File: src/shared/fbw_pkg.sv
/*
  Shared constants, types and register map of the software flash burst
  writer. Assumes an APB slave port with 16-bit byte addresses and a
  serial flash that takes opcode, three address bytes and data bytes.
*/
package fbw_pkg;

  // ==========================================================
  // register byte addresses
  localparam logic [15:0] OFS_CONTROL = 16'h1030;
  localparam logic [15:0] OFS_DATA = 16'h1034;
  localparam logic [15:0] OFS_COUNTER = 16'h1038;
  localparam logic [15:0] OFS_OPCODE = 16'h103C;
  localparam logic [15:0] OFS_IRQ_STATUS = 16'h1040;
  localparam logic [15:0] OFS_IRQ_CLEAR = 16'h1044;
  localparam logic [15:0] OFS_IRQ_ENABLE = 16'h1048;

  // ==========================================================
  // control register fields
  localparam int ADDR_W = 24;
  localparam int CMD_LSB = 24;
  localparam int COMMAND_VALID_BIT = 26;
  localparam int BUSY_BIT = 27;
  localparam int UPD_BIT = 29;
  localparam int WDONE_BIT = 30;
  localparam int GDONE_BIT = 31;
  localparam logic [1:0] CMD_DMA_WRITE = 2'h1;
  localparam logic [1:0] CMD_RESET = 2'h0;

  // ==========================================================
  // counter register fields
  localparam int CNT_W = 25;
  localparam int ABORT_BIT = 31;
  localparam logic [8:0] MAX_BURST_BYTES = 9'h100;

  // ==========================================================
  // opcode register fields, flash status
  localparam int OP_PROG_LSB = 0;
  localparam int OP_WREN_LSB = 8;
  localparam int OP_RDSR_LSB = 16;
  localparam logic [31:0] OPCODE_RESET = 32'h0005_0602;
  localparam int FLASH_WIP_BIT = 0;

  // ==========================================================
  // interrupt bits
  localparam int IRQ_W = 3;
  localparam int IRQ_WORD = 0;
  localparam int IRQ_GLOBAL = 1;
  localparam int IRQ_ABORT = 2;

  // ==========================================================
  // timing: sys_clk cycles per flash clock half period
  localparam int SCLK_HALF_DIV = 4;

  // ==========================================================
  // types
  typedef enum logic [5:0] {
    ST_IDLE = 6'h01,
    ST_WREN = 6'h02,
    ST_HDR = 6'h04,
    ST_WAITW = 6'h08,
    ST_DATA = 6'h10,
    ST_POLL = 6'h20
  } fbw_state_e;

  typedef struct packed {
    logic psel;
    logic penable;
    logic pwrite;
    logic [15:0] paddr;
    logic [31:0] pwdata;
  } fbw_apb_req_s;

  typedef struct packed {
    logic sclk;
    logic csB;
    logic mosi;
  } fbw_flash_pins_s;

endpackage : fbw_pkg

File: src/core/fbw_burst_writer.sv
/*
  Software flash burst writer: APB register file, burst sequencer and
  interrupt logic in front of a serial flash.
  Assumes one 20 MHz sys_clk, a synchronous active low reset and an APB
  master on the same clock; the flash sits on the pins of flashPins.
*/
`timescale 1ns/10ps

module fbw_burst_writer
  import fbw_pkg::*;
#(
  parameter int HALF_DIV = SCLK_HALF_DIV,
  parameter logic [31:0] OPCODE_INIT = OPCODE_RESET
) (
  // clock and reset
  input wire logic sys_clk,
  input wire logic rst_b,
  // apb slave
  input wire fbw_apb_req_s apbReq,
  output logic pready,
  output logic [31:0] prdata,
  output logic pslverr,
  // flash pins
  output fbw_flash_pins_s flashPins,
  input wire logic flashMiso,
  // interrupt
  output logic irq
);

  // ==========================================================
  // declarations
  fbw_state_e state, next_state;
  logic [ADDR_W-1:0] addrReg, next_addrReg;
  logic [1:0] cmdReg, next_cmdReg;
  logic command_valid, next_command_valid;
  logic updDone, next_updDone;
  logic wordDone, next_wordDone;
  logic globalDone, next_globalDone;
  logic [31:0] dataReg, next_dataReg;
  logic [CNT_W-1:0] countReg, next_countReg;
  logic abortReq, next_abortReq;
  logic [31:0] opcodeReg, next_opcodeReg;
  logic issued, next_issued;
  logic [1:0] byteIdx, next_byteIdx;
  logic [8:0] bytesLeft, next_bytesLeft;
  logic csB, next_csB;
  logic [IRQ_W-1:0] irqStatus, next_irqStatus;
  logic [IRQ_W-1:0] irqEnable, next_irqEnable;
  logic [IRQ_W-1:0] events;
  logic [31:0] next_prdata;
  logic next_pslverr;
  logic wrAny, rdSetup, wrCtrl, wrData, wrCnt, wrOp, wrClr, wrEn;
  logic idle, sending, abortable, busyBit;
  logic shStart, shBusy, shDone, shSclk, shMosi;
  logic [7:0] shTx, shRx;
  logic [8:0] burstBytes;
  logic [31:0] ctrlView;

  // ==========================================================
  // apb decode: zero wait states, write acts in the access phase
  assign pready = apbReq.psel && apbReq.penable;
  assign wrAny = pready && apbReq.pwrite;
  assign rdSetup = apbReq.psel && !apbReq.penable;
  assign wrCtrl = wrAny && (apbReq.paddr == OFS_CONTROL);
  assign wrData = wrAny && (apbReq.paddr == OFS_DATA);
  assign wrCnt = wrAny && (apbReq.paddr == OFS_COUNTER);
  assign wrOp = wrAny && (apbReq.paddr == OFS_OPCODE);
  assign wrClr = wrAny && (apbReq.paddr == OFS_IRQ_CLEAR);
  assign wrEn = wrAny && (apbReq.paddr == OFS_IRQ_ENABLE);

  // ==========================================================
  // state classes
  assign idle = (state == ST_IDLE);
  assign busyBit = !idle;
  assign sending = (state == ST_WREN) || (state == ST_HDR) ||
                   (state == ST_DATA) || (state == ST_POLL);
  // once the last word is out the write is committed, so abort waits
  assign abortable = (state == ST_WREN) || (state == ST_HDR) ||
                     (state == ST_WAITW) || (state == ST_DATA);
  assign shStart = sending && !issued && !shBusy &&
                   !(abortReq && abortable);
  // length clamp: one command never programs more than one page
  assign burstBytes = (countReg > CNT_W'(MAX_BURST_BYTES)) ?
                      MAX_BURST_BYTES : countReg[8:0];

  // ==========================================================
  // byte to send, opcodes taken from the opcode register
  always_comb begin
    shTx = 8'h00;
    case (state)
      ST_WREN: shTx = opcodeReg[OP_WREN_LSB +: 8];
      ST_HDR: begin
        case (byteIdx)
          2'h0: shTx = opcodeReg[OP_PROG_LSB +: 8];
          2'h1: shTx = addrReg[23:16];
          2'h2: shTx = addrReg[15:8];
          default: shTx = addrReg[7:0];
        endcase
      end
      ST_DATA: begin
        case (byteIdx)
          2'h0: shTx = dataReg[7:0];
          2'h1: shTx = dataReg[15:8];
          2'h2: shTx = dataReg[23:16];
          default: shTx = dataReg[31:24];
        endcase
      end
      ST_POLL: shTx = (byteIdx == 2'h0) ? opcodeReg[OP_RDSR_LSB +: 8] :
                      8'h00;
      default: shTx = 8'h00;
    endcase
  end

  fbw_byte_shifter #(
    .HALF_DIV(HALF_DIV)
  ) u_shifter (
    .sys_clk(sys_clk),
    .rst_b(rst_b),
    .start(shStart),
    .txByte(shTx),
    .busy(shBusy),
    .done(shDone),
    .rxByte(shRx),
    .sclk(shSclk),
    .mosi(shMosi),
    .miso(flashMiso)
  );

  assign flashPins = '{sclk: shSclk, csB: csB, mosi: shMosi};

  // ==========================================================
  // register writes and burst sequencer
  always_comb begin
    next_state = state;
    next_addrReg = addrReg;
    next_cmdReg = cmdReg;
    next_command_valid = command_valid;
    next_updDone = updDone;
    next_wordDone = wordDone;
    next_globalDone = globalDone;
    next_dataReg = dataReg;
    next_countReg = countReg;
    next_abortReq = abortReq;
    next_opcodeReg = opcodeReg;
    next_issued = issued;
    next_byteIdx = byteIdx;
    next_bytesLeft = bytesLeft;
    next_csB = csB;
    events = '0;
    // software side; address, command and count are locked while a command runs
    if (wrCtrl) begin
      if (!apbReq.pwdata[UPD_BIT]) begin
        next_updDone = 1'b0;
      end
      if (idle) begin
        next_addrReg = apbReq.pwdata[ADDR_W-1:0];
        next_cmdReg = apbReq.pwdata[CMD_LSB +: 2];
        if (apbReq.pwdata[COMMAND_VALID_BIT] &&
            apbReq.pwdata[CMD_LSB +: 2] == CMD_DMA_WRITE &&
            burstBytes != 9'h000) begin
          next_command_valid = 1'b1;
          next_wordDone = 1'b0;
          next_globalDone = 1'b0;
          next_bytesLeft = burstBytes;
          next_byteIdx = 2'h0;
          next_state = ST_WREN;
        end
      end
    end
    if (wrData) begin
      next_dataReg = apbReq.pwdata;
      if (state == ST_WAITW) begin
        next_wordDone = 1'b0;
        next_byteIdx = 2'h0;
        next_state = ST_DATA;
      end
    end
    if (wrCnt) begin
      if (idle) begin
        next_countReg = apbReq.pwdata[CNT_W-1:0];
      end else if (apbReq.pwdata[ABORT_BIT]) begin
        next_abortReq = 1'b1;
      end
    end
    if (wrOp) begin
      next_opcodeReg = apbReq.pwdata;
    end
    // flash side: a finished byte moves the sequence on
    if (shDone) begin
      next_issued = 1'b0;
      case (state)
        ST_WREN: begin
          next_csB = 1'b1; // write enable stands alone under select
          next_state = ST_HDR;
          next_byteIdx = 2'h0;
        end
        ST_HDR: begin
          next_byteIdx = byteIdx + 2'h1;
          if (byteIdx == 2'h3) begin
            next_wordDone = 1'b1;
            events[IRQ_WORD] = 1'b1;
            next_state = ST_WAITW;
          end
        end
        ST_DATA: begin
          next_bytesLeft = bytesLeft - 9'h001;
          next_byteIdx = byteIdx + 2'h1;
          if (bytesLeft == 9'h001) begin
            next_wordDone = 1'b1;
            events[IRQ_WORD] = 1'b1;
            next_csB = 1'b1;
            next_byteIdx = 2'h0;
            next_state = ST_POLL;
          end else if (byteIdx == 2'h3) begin
            next_wordDone = 1'b1;
            events[IRQ_WORD] = 1'b1;
            next_state = ST_WAITW;
          end
        end
        ST_POLL: begin
          if (byteIdx == 2'h0) begin
            next_byteIdx = 2'h1;
          end else begin
            next_csB = 1'b1;
            next_byteIdx = 2'h0;
            if (!shRx[FLASH_WIP_BIT]) begin
              next_state = ST_IDLE;
              next_command_valid = 1'b0;
              next_globalDone = 1'b1;
              next_updDone = 1'b1;
              next_abortReq = 1'b0;
              events[IRQ_GLOBAL] = 1'b1;
            end
          end
        end
        default: next_issued = 1'b0;
      endcase
    end
    if (shStart) begin
      next_issued = 1'b1;
      next_csB = 1'b0;
    end
    // abort only between bytes, so a byte is never cut short
    if (abortReq && abortable && !issued) begin
      next_state = ST_IDLE;
      next_command_valid = 1'b0;
      next_globalDone = 1'b1;
      next_wordDone = 1'b1;
      next_abortReq = 1'b0;
      next_csB = 1'b1;
      events[IRQ_GLOBAL] = 1'b1;
      events[IRQ_ABORT] = 1'b1;
    end
  end

  // ==========================================================
  // sequencer registers
  always_ff @(posedge sys_clk) begin
    if (!rst_b) begin
      state <= ST_IDLE;
      addrReg <= '0;
      cmdReg <= CMD_RESET;
      command_valid <= 1'b0;
      updDone <= 1'b0;
      wordDone <= 1'b1;
      globalDone <= 1'b1;
      dataReg <= 32'h0000_0000;
      countReg <= '0;
      abortReq <= 1'b0;
      opcodeReg <= OPCODE_INIT;
      issued <= 1'b0;
      byteIdx <= 2'h0;
      bytesLeft <= 9'h000;
      csB <= 1'b1;
    end else begin
      state <= next_state;
      addrReg <= next_addrReg;
      cmdReg <= next_cmdReg;
      command_valid <= next_command_valid;
      updDone <= next_updDone;
      wordDone <= next_wordDone;
      globalDone <= next_globalDone;
      dataReg <= next_dataReg;
      countReg <= next_countReg;
      abortReq <= next_abortReq;
      opcodeReg <= next_opcodeReg;
      issued <= next_issued;
      byteIdx <= next_byteIdx;
      bytesLeft <= next_bytesLeft;
      csB <= next_csB;
    end
  end

  // ==========================================================
  // interrupts: a new event beats a clear in the same cycle
  always_comb begin
    next_irqStatus = irqStatus;
    next_irqEnable = irqEnable;
    if (wrClr) begin
      next_irqStatus = irqStatus & ~apbReq.pwdata[IRQ_W-1:0];
    end
    next_irqStatus = next_irqStatus | events;
    if (wrEn) begin
      next_irqEnable = apbReq.pwdata[IRQ_W-1:0];
    end
  end

  always_ff @(posedge sys_clk) begin
    if (!rst_b) begin
      irqStatus <= '0;
      irqEnable <= '0;
    end else begin
      irqStatus <= next_irqStatus;
      irqEnable <= next_irqEnable;
    end
  end

  assign irq = |(irqStatus & irqEnable);

  // ==========================================================
  // read data captured in the setup cycle, held through access
  assign ctrlView = {globalDone, wordDone, updDone, 1'b0, busyBit, command_valid,
                     cmdReg, addrReg};

  always_comb begin
    next_prdata = prdata;
    next_pslverr = pslverr;
    if (rdSetup) begin
      next_pslverr = 1'b0;
      next_prdata = 32'h0000_0000;
      case (apbReq.paddr)
        OFS_CONTROL: next_prdata = ctrlView;
        OFS_DATA: next_prdata = dataReg;
        OFS_COUNTER: next_prdata = {abortReq, 6'h00, countReg};
        OFS_OPCODE: next_prdata = opcodeReg;
        OFS_IRQ_STATUS: next_prdata = {29'h0000_0000, irqStatus};
        OFS_IRQ_CLEAR: next_prdata = 32'h0000_0000;
        OFS_IRQ_ENABLE: next_prdata = {29'h0000_0000, irqEnable};
        default: next_pslverr = 1'b1;
      endcase
    end
  end

  always_ff @(posedge sys_clk) begin
    if (!rst_b) begin
      prdata <= 32'h0000_0000;
      pslverr <= 1'b0;
    end else begin
      prdata <= next_prdata;
      pslverr <= next_pslverr;
    end
  end

endmodule : fbw_burst_writer

File: src/core/fbw_byte_shifter.sv
/*
  Serial byte shifter: sends one byte msb first and captures one byte
  back, clock idle low, data out on falling edge, sampled on rising.
  Assumes sys_clk only; the flash data input is an asynchronous pin.
*/
`timescale 1ns/10ps
module fbw_byte_shifter
  import fbw_pkg::*;
#(
  parameter int HALF_DIV = SCLK_HALF_DIV
) (
  // clock and reset
  input wire logic sys_clk,
  input wire logic rst_b,
  // byte request
  input wire logic start,
  input wire logic [7:0] txByte,
  output logic busy,
  output logic done,
  output logic [7:0] rxByte,
  // flash pins
  output logic sclk,
  output logic mosi,
  input wire logic miso
);

  // ==========================================================
  // state
  logic [15:0] divCnt, next_divCnt;
  logic [2:0] bitCnt, next_bitCnt;
  logic [7:0] shiftReg, next_shiftReg;
  logic active, next_active, next_sclk, next_mosi, next_done;
  logic misoMeta, misoSync;
  logic tick;

  // elaboration check: shorter half periods let the edges collide
  if (HALF_DIV < 3 || HALF_DIV > 65535) begin : g_div_check
    $error("HALF_DIV out of range");
  end

  assign tick = active && (divCnt == 16'(HALF_DIV - 1));
  assign busy = active;
  assign rxByte = shiftReg;

  // ==========================================================
  // next state: a byte is eight rising and eight falling edges
  always_comb begin
    next_divCnt = tick ? 16'h0000 : divCnt + 16'h0001;
    next_bitCnt = bitCnt;
    next_shiftReg = shiftReg;
    next_active = active;
    next_sclk = sclk;
    next_mosi = mosi;
    next_done = 1'b0;
    if (!active) begin
      next_divCnt = 16'h0000;
      if (start) begin
        next_active = 1'b1;
        next_shiftReg = txByte;
        next_mosi = txByte[7];
        next_bitCnt = 3'h0;
      end
    end else if (tick) begin
      next_sclk = !sclk;
      if (!sclk) begin
        next_shiftReg = {shiftReg[6:0], misoSync}; // sample on rise
        next_bitCnt = bitCnt + 3'h1;
      end else if (bitCnt == 3'h0) begin
        next_active = 1'b0;   // eighth falling edge ends the byte
        next_done = 1'b1;
      end else begin
        next_mosi = shiftReg[7];
      end
    end
  end

  // ==========================================================
  // registers; miso passes two flip-flops before use
  always_ff @(posedge sys_clk) begin
    if (!rst_b) begin
      divCnt <= 16'h0000;
      bitCnt <= 3'h0;
      shiftReg <= 8'h00;
      active <= 1'b0;
      sclk <= 1'b0;
      mosi <= 1'b0;
      done <= 1'b0;
      misoMeta <= 1'b0;
      misoSync <= 1'b0;
    end else begin
      divCnt <= next_divCnt;
      bitCnt <= next_bitCnt;
      shiftReg <= next_shiftReg;
      active <= next_active;
      sclk <= next_sclk;
      mosi <= next_mosi;
      done <= next_done;
      misoMeta <= miso;
      misoSync <= misoMeta;
    end
  end

endmodule : fbw_byte_shifter

File: config.mk
export PLATFORM = sky130hd
export DESIGN_NAME = fbw_burst_writer
export DESIGN_NICKNAME = d
export VERILOG_FILES = /design/src/shared/fbw_pkg.sv /design/src/core/fbw_burst_writer.sv /design/src/core/fbw_byte_shifter.sv
export SDC_FILE = /design/constraint.sdc
export NUM_CORES = 1
export LEC_CHECK = 0
export ABC_AREA = 1
export BUFFER_PORTS_ARGS = -buffer_cell sky130_fd_sc_hd__buf_2
export CORE_ASPECT_RATIO = 1.75
export CORE_MARGIN = 8
export CORE_UTILIZATION = 45
export CTS_BUF_LIST = sky130_fd_sc_hd__clkbuf_16
export DETAILED_ROUTE_END_ITERATION = 10
export GPL_TIMING_DRIVEN = 0
export PLACE_DENSITY = 0.75
export SYNTH_ARGS = -nofsm -noshare
export SYNTH_HDL_FRONTEND = slang
export SYNTH_SLANG_ARGS = --single-unit
File: constraint.sdc
create_clock -name sys_clk -period 4 [get_ports sys_clk]
set_input_delay 0.4 -clock sys_clk [delete_from_list [all_inputs] [get_ports sys_clk]]
set_output_delay 0.4 -clock sys_clk [all_outputs]
set_load 0.02 [all_outputs]
==> impl_metrics.env <==
export IMPL_whs_path_depth=3
export IMPL_leakage_nw=4.63
export IMPL_slew_viol_final=0
export IMPL_crit_required_ps=4410
export IMPL_synth_cell_types=55
export IMPL_coreArea_sq_um=22600
export IMPL_use_met3=0.0420
export IMPL_syn_area_sq_um=10300
export IMPL_hpwl_mm=29.8
export IMPL_syn_nets=1469
export IMPL_finalCriticalPeriod_ps=2460
export IMPL_htree_levels=1
export IMPL_critical_path_max_fanout=10
export IMPL_synth_ff_type="dfxtp_1"
export IMPL_viasPerCell=5.61
export IMPL_routed_via_count=10300
export IMPL_clock_root_buffer="clkbuf_16"
export IMPL_maxSlewHeadroom=0.341
export IMPL_ys_warnings_count=0
export IMPL_fmax_ghz=0.407
export IMPL_power_density_nw_per_um2=347
export IMPL_synthTopCellsByCount="dfxtp_1, inv_1, nand2_1, a21oi_1, o21ai_0"
export IMPL_clk_pin_slew_ps=60
export IMPL_top_usage_layer="met2"
export IMPL_path_class="reg2reg"
export IMPL_cts_resized=0
export IMPL_pin_count=92
export IMPL_dp_cells=1797
export IMPL_synthCells=1406
export IMPL_grt_pass1_wl_mm=56.4
export IMPL_clock_latency_ps=510
export IMPL_cts_buffer_depth=3
export IMPL_cp_startpoint="byteIdx[0]$_SDFF_PN0_"
export IMPL_antenna_found_initial=1
export IMPL_start_kind="flip-flop"
export IMPL_port_buffers=91
export IMPL_timing_rr_end="u_shifter.rxByte[5]$_SDFFE_PN0P_"
export IMPL_multi_input_area_sq_um=4870
export IMPL_ys_seq_elements=211
export IMPL_post_route_util=0.518
export IMPL_grt_pass1_vias=10200
export IMPL_ant_nets=0
export IMPL_synthToLayoutAreaGrowth_pct=13.8
export IMPL_grt_max_degree=15
export IMPL_grt_total_usage=0.267
export IMPL_arrival_ps=2860
export IMPL_finalClockSkew_ps=13.5
export IMPL_synthArstFlopShare=0
export IMPL_yosysMostFrequentCell="dfxtp_1"
export IMPL_yosysTopAreaCell="dfxtp_1"
export IMPL_r2r_setup_slack_ps=1540
export IMPL_setup_viol=0
export IMPL_dr_pass1_iters=5
export IMPL_synth_edf_count=0
export IMPL_fillCellCount=2257
export IMPL_cts_hold_buf=0
export IMPL_rows=73
export IMPL_wl_per_cell_um=20.6
export IMPL_grt_overflow=0
export IMPL_die_area_sq_um=28100
export IMPL_drc=0
export IMPL_holdCritPathClass="in2reg"
export IMPL_maxCapViolCount=0
export IMPL_worst_ir_drop_vdd_v=0.000266
export IMPL_whs_ps=76.9
export IMPL_status="finished, final reports clean"
export IMPL_r2r_start="byteIdx[0]$_SDFF_PN0_"
export IMPL_tightest_slew_ps=988
export IMPL_finalSetupTns_ps=0
export IMPL_cts_buffers=21
export IMPL_routed_wl_mm=37.7
export IMPL_cts_tree="done"
export IMPL_die_h_um=216
export IMPL_hold_violations=0
export IMPL_nets=1583
export IMPL_drtIter0Drc=766
export IMPL_syn_area_per_cell_sq_um=7.31
export IMPL_drive_above_1_share=0.149
export IMPL_synth_area_leaders="dfxtp_1, a21oi_1, o21ai_0"
export IMPL_rsz0062_at_grt="no"
export IMPL_start_util=0.455
export IMPL_postCtsSetupRepairBufs=0
export IMPL_dieWidth_um=130
export IMPL_layout_area_seq_sq_um=4220
export IMPL_cts_sinks=211
export IMPL_gp_congestion=0.991
export IMPL_min_period_over_period=0.615
export IMPL_yosysTopAreaCellShare=0.411
export IMPL_instances_no_fill=1832
export IMPL_cp_end_kind="flip-flop"
export IMPL_p_total_mw=4.06
export IMPL_grt_use_met2=0.471
export IMPL_reg2reg_depth=8
export IMPL_yosysSeqAreaShare=0.411
export IMPL_grt_util_met1=0.259
export IMPL_crit_path_end="u_shifter.rxByte[5]$_SDFFE_PN0P_"
cells by family after synthesis:
group           synth area share
simple gates               0.213
compound gates             0.244
buf+inv                    0.115
flops                      0.411
fa+ha+maj                 0.0110
xor+xnor                 0.00511
power breakdown:
part / switching (mW) / internal, mW / leakage [nW]
logic: 0.127 / 0.0447 / 2.64
clock network: 0.834 / 0.948 / 0.295
registers: 0.00186 / 2.10 / 1.70
layout make-up:
class                           count  share of cell area
Timing Repair Buffer               91              0.0389
Multi-Input combinational cell    911               0.416
Antenna cell                        1            0.000214
Tap cell                          300              0.0321
Buffer                             71              0.0318
Sequential cell                   211               0.361
Clock inverter                     13             0.00514
Clock buffer                       21              0.0449
Inverter                          213              0.0696
routing by layer:
metal / vias to the layer above / wire length (um)
li1: 4895 / -
met1: 4794 / 12800
met2: 418 / 18900
met3: 170 / 2370
met4: 0 / 3700
met5: - / 0
worst min-delay path by stage:
stage	from	endpoint	slack, ps
after floorplan	u_shifter.misoMeta$_SDFF_PN0_	u_shifter.misoSync$_SDFF_PN0_	390
final	flashMiso	u_shifter.misoMeta$_SDFF_PN0_	80
after detailed placement	u_shifter.misoMeta$_SDFF_PN0_	u_shifter.misoSync$_SDFF_PN0_	400
after global routing	flashMiso	u_shifter.misoMeta$_SDFF_PN0_	80
after CTS	flashMiso	u_shifter.misoMeta$_SDFF_PN0_	70
after global placement	u_shifter.misoMeta$_SDFF_PN0_	u_shifter.misoSync$_SDFF_PN0_	400
critical path: stages, from the launching register on:
cell,delay (ps)
dfxtp_1,450
ha_1,190
buf_2,210
clkinv_1,290
clkbuf_1,350
o211ai_1,380
nand4_1,260
a21oi_2,180
nor2_1,40
flip-flops by register name, indices dropped and copies added (netlist names), 2 cells and up:
| signal | flops |
|---|---|
| u_shifter.bitCnt | 3 |
| irqEnable | 3 |
| cmdReg | 2 |
| opcodeReg | 32 |
| countReg | 25 |
| prdata | 32 |
| bytesLeft | 9 |
| addrReg | 24 |
| u_shifter.divCnt | 16 |
| state | 6 |
| irqStatus | 3 |
| dataReg | 32 |
| byteIdx | 2 |
| u_shifter.rxByte | 8 |
metrics by stage:
stage / setup slack (ps) / area [sq um]
after global routing: 1350 / 11700
after global placement: 1460 / 11100
final: 1540 / 11700
after CTS: 1600 / 11700
after floorplan: 2210 / 10300
after detailed placement: 1460 / 11100
placed cells by master, fill, tap and decap left out, types with 3 or more instances in the layout:
master,instances
a211oi_1,23
a211oi_2,13
a21oi_1,154
a21oi_2,8
buf_2,103
buf_4,11
buf_6,5
clkbuf_1,40
clkbuf_16,21
clkinv_1,7
clkinv_2,4
dfxtp_1,211
ha_1,9
inv_1,203
inv_2,9
nand2_1,193
nand2_2,12
nand2_4,4
nand3_1,38
nand3_2,6
nand3b_1,5
nand4_1,19
nor2_1,135
nor2_2,13
nor2_8,3
nor3_1,14
nor3b_1,4
nor4_1,4
o211ai_1,20
o21ai_0,154
o21ai_1,3
o221ai_1,14
o22ai_1,34
or2_1,3
xor2_1,4
No activity file was read; power rests on OpenSTA's default activity.
